`src/pwiu_params.svh`:
```
// constants for the port wakeup and interrupt unit
// Function
// RULE_01 - a cleared enable bit lets its pin wake or interrupt; a set bit blocks it
// RULE_02 - a set edge-select bit picks falling edges, a cleared bit rising edges
// RULE_03 - reset loads enable and edge-select registers with all ones
// RULE_04 - a selected pin edge sets its pending bit, held until software clears it
// RULE_05 - the pending register has no reset value
// RULE_06 - software programs edges, clears pending, then clears enable bits last
// RULE_07 - a pin wakeup from power-down loads the top program address
// RULE_08 - port-control writes swap W with pending or comparator, else plain move
// RULE_09 - outside power-down the eight pins act as edge interrupt sources
// RULE_10 - counter rollover raises an interrupt gated by its option enable bit
// RULE_11 - each multifunction timer gives overflow, compare and capture interrupts
// RULE_12 - all sources have equal priority and are taken one at a time
// RULE_13 - after acknowledge no interrupt is entered until the return instruction
// RULE_14 - entry pushes PC on a private stack and shadows bank, status, mode, W
// RULE_15 - page select bits of status are cleared after status is shadowed
// RULE_16 - the handler starts at program address zero
// RULE_17 - the handler polls all pending flags and clears the serviced one
// RULE_18 - pin handlers clear the serviced pending bit so the pin can retrigger
// RULE_19 - return pops PC, restores shadows and re-enables interrupt acceptance
// RULE_20 - the alternate return also adds W to the real-time counter
// RULE_21 - a pin edge inside a handler pends at once and is taken after return
// RULE_22 - timer events inside a handler produce no interrupt
// RULE_23 - pins are sampled every clock and compared with the previous sample
`ifndef PWIU_PARAMS_SVH
`define PWIU_PARAMS_SVH

`define PWIU_NPINS        8
`define PWIU_NTMR_SRC     6
`define PWIU_PC_W         12
`define PWIU_EN_RST       8'hFF
`define PWIU_EDGE_RST     8'hFF
`define PWIU_MODE_PEND    8'h19
`define PWIU_MODE_PEND2   8'h09
`define PWIU_MODE_CMP     8'h18
`define PWIU_MODE_EDGE    8'h1A
`define PWIU_MODE_EN      8'h1B
`define PWIU_PAGE_MASK    8'hE0
`define PWIU_SYNC_FILL    3

`endif

```
`src/pwiu_pkg.sv`:
```
// types shared by the port wakeup and interrupt unit
package pwiu_pkg;
  typedef logic [7:0] pwiu_byte_t;
  typedef enum logic {PWIU_IDLE, PWIU_ISR} pwiu_state_t;
endpackage

```
`src/pwiu_ctx_if.sv`:
```
// context save and restore signals between sequencer and shadow store
`timescale 1ns/100ps
`default_nettype none
interface pwiu_ctx_if
  import pwiu_pkg::*;
#(
  parameter int PC_W = 12
);
  logic            save;
  logic [PC_W-1:0] pc;
  pwiu_byte_t      bank;
  pwiu_byte_t      status;
  pwiu_byte_t      mode;
  pwiu_byte_t      w;
  logic [PC_W-1:0] s_pc;
  pwiu_byte_t      s_bank;
  pwiu_byte_t      s_status;
  pwiu_byte_t      s_mode;
  pwiu_byte_t      s_w;

  modport ctl   (output save, pc, bank, status, mode, w,
                 input  s_pc, s_bank, s_status, s_mode, s_w);
  modport store (input  save, pc, bank, status, mode, w,
                 output s_pc, s_bank, s_status, s_mode, s_w);
endinterface
`default_nettype wire

```
`src/pwiu_context.sv`:
```
// single-level interrupt stack and shadow registers
`timescale 1ns/100ps
`default_nettype none
module pwiu_context (
  input  wire logic clk,
  input  wire logic rst,
  pwiu_ctx_if.store ctx
);
  // one level only: a second save before a restore would overwrite it,
  // which the sequencer prevents by refusing entry inside a handler
  always_ff @(posedge clk or posedge rst) begin
    if (rst) begin
      ctx.s_pc     <= '0;
      ctx.s_bank   <= '0;
      ctx.s_status <= '0;
      ctx.s_mode   <= '0;
      ctx.s_w      <= '0;
    end else if (ctx.save) begin
      ctx.s_pc     <= ctx.pc; // RULE_14
      ctx.s_bank   <= ctx.bank;
      ctx.s_status <= ctx.status;
      ctx.s_mode   <= ctx.mode;
      ctx.s_w      <= ctx.w;
    end
  end
endmodule
`default_nettype wire

```
`src/pwiu_edge_bit.sv`:
```
// one pin: synchroniser, previous sample and selected-edge detector
`timescale 1ns/100ps
`default_nettype none
`include "pwiu_params.svh"
module pwiu_edge_bit (
  input  wire logic clk,
  input  wire logic rst,
  input  wire logic pin_raw,
  input  wire logic fall_sel,
  output logic      edge_hit
);
  logic                       meta_q;
  logic                       sync_q;
  logic                       prev_q;
  logic [`PWIU_SYNC_FILL-1:0] fill_q;

  // fill_q keeps the reset value of prev_q from looking like an edge
  always_ff @(posedge clk or posedge rst) begin
    if (rst) begin
      meta_q <= 1'b0;
      sync_q <= 1'b0;
      prev_q <= 1'b0;
      fill_q <= '0;
    end else begin
      meta_q <= pin_raw;
      sync_q <= meta_q;
      prev_q <= sync_q; // RULE_23
      fill_q <= {fill_q[`PWIU_SYNC_FILL-2:0], 1'b1};
    end
  end

  wire logic fall_seen = prev_q & ~sync_q;
  wire logic rise_seen = ~prev_q & sync_q;
  assign edge_hit = fill_q[`PWIU_SYNC_FILL-1] & (fall_sel ? fall_seen : rise_seen); // RULE_02
endmodule
`default_nettype wire

```
`src/pwiu_top.sv`:
```
// port wakeup, pin interrupt and interrupt entry/return sequencer
`timescale 1ns/100ps
`default_nettype none
`include "pwiu_params.svh"
module pwiu_top
  import pwiu_pkg::*;
#(
  parameter int PC_W = `PWIU_PC_W
) (
  input  wire logic                     clk,
  input  wire logic                     rst,
  input  wire logic [`PWIU_NPINS-1:0]   port_pins,
  input  wire logic                     sleep_mode,
  input  wire logic                     insn_boundary,
  input  wire logic                     ret_int,
  input  wire logic                     ret_add_w,
  input  wire logic                     port_ctl_wr,
  input  wire pwiu_byte_t               mode_sel,
  input  wire pwiu_byte_t               w_in,
  input  wire pwiu_byte_t               cmp_rd_data,
  input  wire logic [PC_W-1:0]          pc_in,
  input  wire pwiu_byte_t               bank_in,
  input  wire pwiu_byte_t               status_in,
  input  wire pwiu_byte_t               mode_in,
  input  wire logic                     rtc_roll,
  input  wire logic                     rtc_int_en,
  input  wire logic [`PWIU_NTMR_SRC-1:0] tmr_evt,
  input  wire logic [`PWIU_NTMR_SRC-1:0] tmr_evt_en,
  output pwiu_byte_t                    pin_wake_enable_q,
  output pwiu_byte_t                    pin_wake_edge_select_q,
  output pwiu_byte_t                    pin_wake_pending_q,
  output logic                          wake_q,
  output logic                          int_ack_q,
  output logic                          in_isr_q,
  output logic                          pc_load_q,
  output logic [PC_W-1:0]               pc_val_q,
  output logic                          status_load_q,
  output pwiu_byte_t                    status_val_q,
  output logic                          ctx_load_q,
  output pwiu_byte_t                    bank_val_q,
  output pwiu_byte_t                    mode_val_q,
  output logic                          w_load_q,
  output pwiu_byte_t                    w_val_q,
  output logic                          cmp_wr_q,
  output pwiu_byte_t                    cmp_wdata_q,
  output logic                          rtc_add_q,
  output pwiu_byte_t                    rtc_add_val_q,
  output logic                          rtc_flag_q
);
  pwiu_state_t                 state_q;
  pwiu_state_t                 state_d;
  logic                        tmr_req_q;
  logic                        tmr_req_d;
  logic                        pend_seen_q;
  pwiu_byte_t                  pend_d;
  wire logic [`PWIU_NPINS-1:0] pin_edge;

  pwiu_ctx_if #(.PC_W(PC_W)) ctx ();

  pwiu_context u_ctx (
    .clk (clk),
    .rst (rst),
    .ctx (ctx)
  );

  for (genvar i = 0; i < `PWIU_NPINS; i++) begin : g_pin
    pwiu_edge_bit u_edge (
      .clk      (clk),
      .rst      (rst),
      .pin_raw  (port_pins[i]),
      .fall_sel (pin_wake_edge_select_q[i]),
      .edge_hit (pin_edge[i])
    );
  end

  // port-control write decode by mode selector
  wire logic wr_pend = port_ctl_wr &&
                       (mode_sel == `PWIU_MODE_PEND || mode_sel == `PWIU_MODE_PEND2);
  wire logic wr_cmp  = port_ctl_wr && (mode_sel == `PWIU_MODE_CMP);
  wire logic wr_edge = port_ctl_wr && (mode_sel == `PWIU_MODE_EDGE);
  wire logic wr_en   = port_ctl_wr && (mode_sel == `PWIU_MODE_EN);

  // a set bit in the enable register masks the pin
  wire pwiu_byte_t pin_live = pin_wake_pending_q & ~pin_wake_enable_q; // RULE_01
  wire logic pin_req  = !sleep_mode && (|pin_live); // RULE_09 RULE_21
  wire logic wake_hit = sleep_mode && (|(pin_edge & ~pin_wake_enable_q));
  wire logic tmr_hit  = (rtc_roll && rtc_int_en) || (|(tmr_evt & tmr_evt_en)); // RULE_10 RULE_11
  wire logic idle     = (state_q == PWIU_IDLE);
  // every source feeds one request; no source outranks another
  wire logic take     = idle && insn_boundary && !sleep_mode && (pin_req || tmr_req_q); // RULE_12
  wire logic leave    = !idle && ret_int;

  // software write and hardware set in the same cycle: the set wins
  assign pend_d = (wr_pend ? w_in : pin_wake_pending_q) | pin_edge; // RULE_04

  // timer events seen inside a handler are dropped, not deferred
  assign tmr_req_d = (tmr_req_q && !take) || (tmr_hit && idle); // RULE_22

  always_comb begin
    state_d = state_q;
    unique case (state_q)
      PWIU_IDLE: begin
        if (take) begin
          state_d = PWIU_ISR;
        end
      end
      PWIU_ISR: begin
        if (ret_int) begin
          state_d = PWIU_IDLE; // RULE_13 RULE_19
        end
      end
    endcase
  end

  // output value selection
  wire logic [PC_W-1:0] pc_sel = wake_hit ? {PC_W{1'b1}} : // RULE_07
                                 take ? '0 :                // RULE_16
                                 ctx.s_pc;
  wire pwiu_byte_t status_sel = take ? (status_in & ~`PWIU_PAGE_MASK) : ctx.s_status; // RULE_15
  wire pwiu_byte_t w_sel = leave ? ctx.s_w : wr_pend ? pin_wake_pending_q : cmp_rd_data; // RULE_08

  assign ctx.save   = take; // RULE_14
  assign ctx.pc     = pc_in;
  assign ctx.bank   = bank_in;
  assign ctx.status = status_in;
  assign ctx.mode   = mode_in;
  assign ctx.w      = w_in;

  // no reset: contents are arbitrary until software clears them
  always_ff @(posedge clk) begin
    pin_wake_pending_q <= pend_d; // RULE_05
  end

  // pending has no reset value, so checks on it wait for the first software write
  always_ff @(posedge clk or posedge rst) begin
    if (rst) begin
      pend_seen_q <= 1'b0;
    end else if (wr_pend) begin
      pend_seen_q <= 1'b1;
    end
  end

  always_ff @(posedge clk or posedge rst) begin
    if (rst) begin
      pin_wake_enable_q      <= `PWIU_EN_RST;   // RULE_03
      pin_wake_edge_select_q <= `PWIU_EDGE_RST; // RULE_03
    end else begin
      if (wr_en) pin_wake_enable_q <= w_in;
      if (wr_edge) pin_wake_edge_select_q <= w_in;
    end
  end

  always_ff @(posedge clk or posedge rst) begin
    if (rst) begin
      state_q   <= PWIU_IDLE;
      in_isr_q  <= 1'b0;
      tmr_req_q <= 1'b0;
      int_ack_q <= 1'b0;
      wake_q    <= 1'b0;
    end else begin
      state_q   <= state_d;
      in_isr_q  <= (state_d == PWIU_ISR);
      tmr_req_q <= tmr_req_d;
      int_ack_q <= take;
      wake_q    <= wake_hit;
    end
  end

  always_ff @(posedge clk or posedge rst) begin
    if (rst) begin
      pc_load_q     <= 1'b0;
      pc_val_q      <= '0;
      status_load_q <= 1'b0;
      status_val_q  <= '0;
      ctx_load_q    <= 1'b0;
      bank_val_q    <= '0;
      mode_val_q    <= '0;
    end else begin
      pc_load_q     <= take || leave || wake_hit;
      pc_val_q      <= pc_sel;
      status_load_q <= take || leave;
      status_val_q  <= status_sel;
      ctx_load_q    <= leave; // RULE_19
      bank_val_q    <= ctx.s_bank;
      mode_val_q    <= ctx.s_mode;
    end
  end

  always_ff @(posedge clk or posedge rst) begin
    if (rst) begin
      w_load_q      <= 1'b0;
      w_val_q       <= '0;
      cmp_wr_q      <= 1'b0;
      cmp_wdata_q   <= '0;
      rtc_add_q     <= 1'b0;
      rtc_add_val_q <= '0;
      rtc_flag_q    <= 1'b0;
    end else begin
      w_load_q      <= leave || wr_pend || wr_cmp; // RULE_08
      w_val_q       <= w_sel;
      cmp_wr_q      <= wr_cmp;
      cmp_wdata_q   <= w_in;
      rtc_add_q     <= leave && ret_add_w; // RULE_20
      rtc_add_val_q <= w_in;
      rtc_flag_q    <= rtc_roll; // RULE_10
    end
  end
endmodule
`default_nettype wire

```
`config.mk`:
```
export PLATFORM = sky130hd
export DESIGN_NAME = pwiu_top
export DESIGN_NICKNAME = d
export VERILOG_FILES = /design/src/pwiu_pkg.sv /design/src/pwiu_ctx_if.sv /design/src/pwiu_context.sv /design/src/pwiu_edge_bit.sv /design/src/pwiu_top.sv
export VERILOG_INCLUDE_DIRS = /design/src /design/src/src
export SDC_FILE = /design/constraint.sdc
export NUM_CORES = 1
export LEC_CHECK = 0
export ABC_AREA = 1
export BUFFER_PORTS_ARGS = -buffer_cell sky130_fd_sc_hd__buf_2
export CAP_MARGIN = 40
export CORE_MARGIN = 4
export CORE_UTILIZATION = 54
export CTS_BUF_LIST = sky130_fd_sc_hd__clkbuf_8
export CTS_CLUSTER_DIAMETER = 60
export DETAILED_ROUTE_END_ITERATION = 16
export GPL_ROUTABILITY_DRIVEN = 0
export MAX_ROUTING_LAYER = met4
export PLACE_DENSITY_LB_ADDON = 0.3
export SETUP_SLACK_MARGIN = 0.2
export SLEW_MARGIN = 20
export SYNTH_ARGS = -nofsm -noshare
export SYNTH_HDL_FRONTEND = slang
export SYNTH_HIERARCHICAL = 1
export SYNTH_SLANG_ARGS = --single-unit
```
`constraint.sdc`:
```
create_clock -name clk -period 3.06 [get_ports clk]
set_input_delay 0.459 -clock clk [delete_from_list [all_inputs] [get_ports clk]]
set_output_delay 0.459 -clock clk [all_outputs]
set_load 0.01 [all_outputs]
```
==> flow_metrics.py <==
metrics = {
    "critical_path": {
        "r2r-start": "pin_wake_enable_q[5]$_DFFE_PP1P_",
        "path_class": "reg2reg",
        "worstPathArrival_ps": 2800,
        "start_kind": "flip-flop",
        "r2r_slack_ps": 660,
        "reg2reg_to": "u_ctx/ctx.s_bank[4]$_DFFE_PP0P_",
        "cp.required_ps": 3460,
        "endpoint_kind": "flip-flop",
        "critPathLaunch": "pin_wake_enable_q[5]$_DFFE_PP1P_",
        "crit_fanout": 44,
        "rr_worst_depth": 11,
    },
    "power": {
        "leakage_nw": 4.47,
        "p_per_area_nw_per_um2": 667,
        "peakVddDrop_uv": 349,
    },
    "synth": {
        "yosys.cell_count.top_type": "nand2_1",
        "synth_warnings": 6,
        "syn_nets": 750,
        "yosysUniqueCellTypes": 28,
        "synth_edf_count": 0,
        "synth-seq-cells": 179,
        "syn_inst": 661,
        "ys_seq_area_share_pct": 67.2,
        "yosysTopAreaCell": "dfrtp_1",
        "synthesis.area_um2": 6630,
        "synth_area_per_cell_um2": 10.0,
        "yosys.area.top_type_share_pct": 58.5,
        "synth_area_leaders": "dfrtp_1 58%, nand2_1 14%, dfstp_2 6.3%",
        "synthFlopType": "dfrtp_1",
        "synthArstFlopShare_pct": 95.5,
        "yosys-top-cells-count": "255 x nand2_1, 155 x dfrtp_1, 68 x inv_1, 34 x nor2_1, 25 x o21ai_1",
    },
    "die": {
        "num_io_pins": 183,
        "core-area_um2": 12000,
        "dieWidth_um": 119,
        "start_util_pct": 55.2,
        "fp.dieH_um": 119,
        "dieArea_um2": 14100,
        "rows": 40,
    },
    "routing": {
        "totalWireLength_mm": 14.9,
        "drtIter0Drc": 486,
        "drcViolationCount": 0,
        "dr_total_vias": 4849,
        "detail_route.first_pass.iterations": 5,
        "avgRoutedWirePerCell_um": 14.9,
        "ant_nets": 0,
        "avgViaCountPerCell": 4.84,
    },
    "global_routing": {
        "top_usage_layer": "met2",
        "grt_pass1_vias": 5027,
        "grt_max_degree": 50,
        "grtUsageMet3_pct": 5.46,
        "antenna_found_initial": 0,
        "grt_use_met1_pct": 28.3,
        "grt_remaining_overflow": 0,
        "grt_usage_pct": 22.7,
        "use_met2_pct": 35.6,
        "grt_pass1_wl_mm": 24.3,
    },
    "hold_path": {
        "min_path_type": "in2reg",
        "hold_depth": 1,
        "hold_path_startpoint": "port_pins[1]",
        "min_to": "g_pin[1].u_edge/meta_q$_DFF_PP0_",
    },
    "clock_tree": {
        "cts.clk_slew.worst_paths_ps": 90,
        "post_cts_resize_count": 0,
        "h-tree-depth": 4,
        "cts_buffer_depth": 2,
        "root_buffer": "clkbuf_8",
        "post_cts_buffers": 0,
        "cts.sinks": 179,
        "worstSkewPairLatency_ps": 460,
        "cts_buffers": 17,
        "cts_tree": "done",
    },
    "job": {
        "drv_cap": 0,
    },
    "timing": {
        "finalHoldViolCount": 0,
        "slew_headroom_pct": 58.6,
        "min_period_ps": 2400,
        "drv_slew": 0,
        "setup_viol": 0,
        "skew_ps": 7.74,
        "period_share_pct": 78.3,
        "grt_setup_unrepaired": "no",
        "fmax_mhz": 417,
        "worst_pin_slew_ps": 620,
        "tns_ps": 0,
    },
    "placement": {
        "dp_hpwl_mm": 10.9,
        "postPlaceCellArea_um2": 7540,
        "io_buffer_count": 182,
        "place_inst": 968,
    },
    "cells_and_area": {
        "nNetsFinal": 931,
        "drive_gt1_share_pct": 31.9,
        "areaGrowthSynthToFinish_pct": 20.6,
        "final_core_util_pct": 66.6,
        "finalNonFillerCells": 1002,
        "fin_area_um2": 8000,
        "diodes": 0,
    },
    "outcome": {
        "status": "complete, no violations",
    },
}
-- through the flow --
| step | setup WS [ps] | hold slack [ps] | power (mW) |
|---|---|---|---|
| 2_1_floorplan | 604 | 250 | 3.33 |
| 3_5_place_dp | 515 | 335 | 3.67 |
| 6_report | 663 | 98.3 | 5.33 |
| 4_1_cts | 520 | 67.2 | 5.37 |
| 5_1_grt | 460 | 65.5 | 5.60 |
| 3_3_place_gp | 630 | 331 | 3.62 |
-- how the worst max path moves through the flow --
stage	to	slack, ps	cells after the start
finish	u_ctx/ctx.s_bank[4]$_DFFE_PP0P_	660	11
global route	u_ctx/ctx.s_bank[4]$_DFFE_PP0P_	460	11
CTS	u_ctx/ctx.s_pc[1]$_DFFE_PP0P_	520	10
detailed placement	u_ctx/ctx.s_pc[1]$_DFFE_PP0P_	510	7
global placement	u_ctx/ctx.s_bank[5]$_DFFE_PP0P_	630	8
floorplan	bank_val_q[0]$_DFF_PP0_	600	1
-- layout by cell type (no fill, tap or decap), types with 2 or more instances in the layout --
master      synthesis  routed
nand3b_1            7       7
o21ai_1            25      25
nor2_4              2       2
dfrtp_1           155     155
clkinv_2            0       2
dfstp_2            16      16
buf_2               2     182
nor2_2              2       2
inv_2               5       6
buf_4              13       2
nand2_2            14      14
a21oi_2             8       8
o21ai_0             2       2
conb_1              8       8
inv_6               0       5
nand3_1            19      19
buf_12              1       2
clkbuf_8            0      19
dfxtp_1             8       8
clkinvlp_4          0       3
inv_1              68      66
nand2_1           255     255
bufinv_16           0       3
nor2_1             34      34
-- logic make-up (layout without fill, tap and decap cells) --
family	after synthesis	in the layout	share of synthesized area (%)
buffers and inverters	100	294	7.81
AND/OR/NAND/NOR	338	338	21.3
other	8	8	0.453
flip-flops	179	179	67.2
AO/OA/AOI/OAI	36	36	3.23
-- registers in the layout (all words and copies together), names as in the netlist, 8 cells and up --
signal                  flops
bank_val_q                  8
pin_wake_enable_q           8
w_val_q                     8
u_ctx/ctx.s_pc             12
mode_val_q                  8
rtc_add_val_q               8
u_ctx/ctx.s_w               8
u_ctx/ctx.s_mode            8
u_ctx/ctx.s_status          8
pin_wake_pending_q          8
g_pin.u_edge/prev_q         8
pin_wake_edge_select_q      8
pc_val_q                   12
g_pin.u_edge/sync_q         8
g_pin.u_edge/fill_q        24
status_val_q                8
g_pin.u_edge/meta_q         8
u_ctx/ctx.s_bank            8
-- per-layer routing --
layer	up-vias	part of all wire, %
li1	2317	-
met1	2333	42
met2	168	50
met3	31	6.0
met4	0	2.7
met5	-	0
-- critical path: stages (launching register included) --
cell and delay [ps]:
dfstp_2 540, inv_1 60, nand2_1 60, nand3_1 90, nor2_1 100, nand2_1 180
nand2_2 380, inv_2 240, buf_12 240, inv_8 230, nand2_1 110, nand2_1 80
-- power breakdown --
group	internal [mW]	switching, mW
Clock	0.863	0.849
Combinational	0.293	0.467
Sequential	2.71	0.153
Total	3.86	1.47
-- timing repair --
item                       CTS  global route
hold endpoints to repair    28             0
setup endpoints to repair    0             0
hold buffers                 1             0
-- layout make-up --
class,instances,area [um^2]
tap,147,184
inverter,75,290
fill,948,4010
clock inverter,13,170
sequential,179,4460
clock buffer,19,262
multi-input combinational,382,1660
timing repair buffer,187,976
Power figures use the tool's default switching activity.
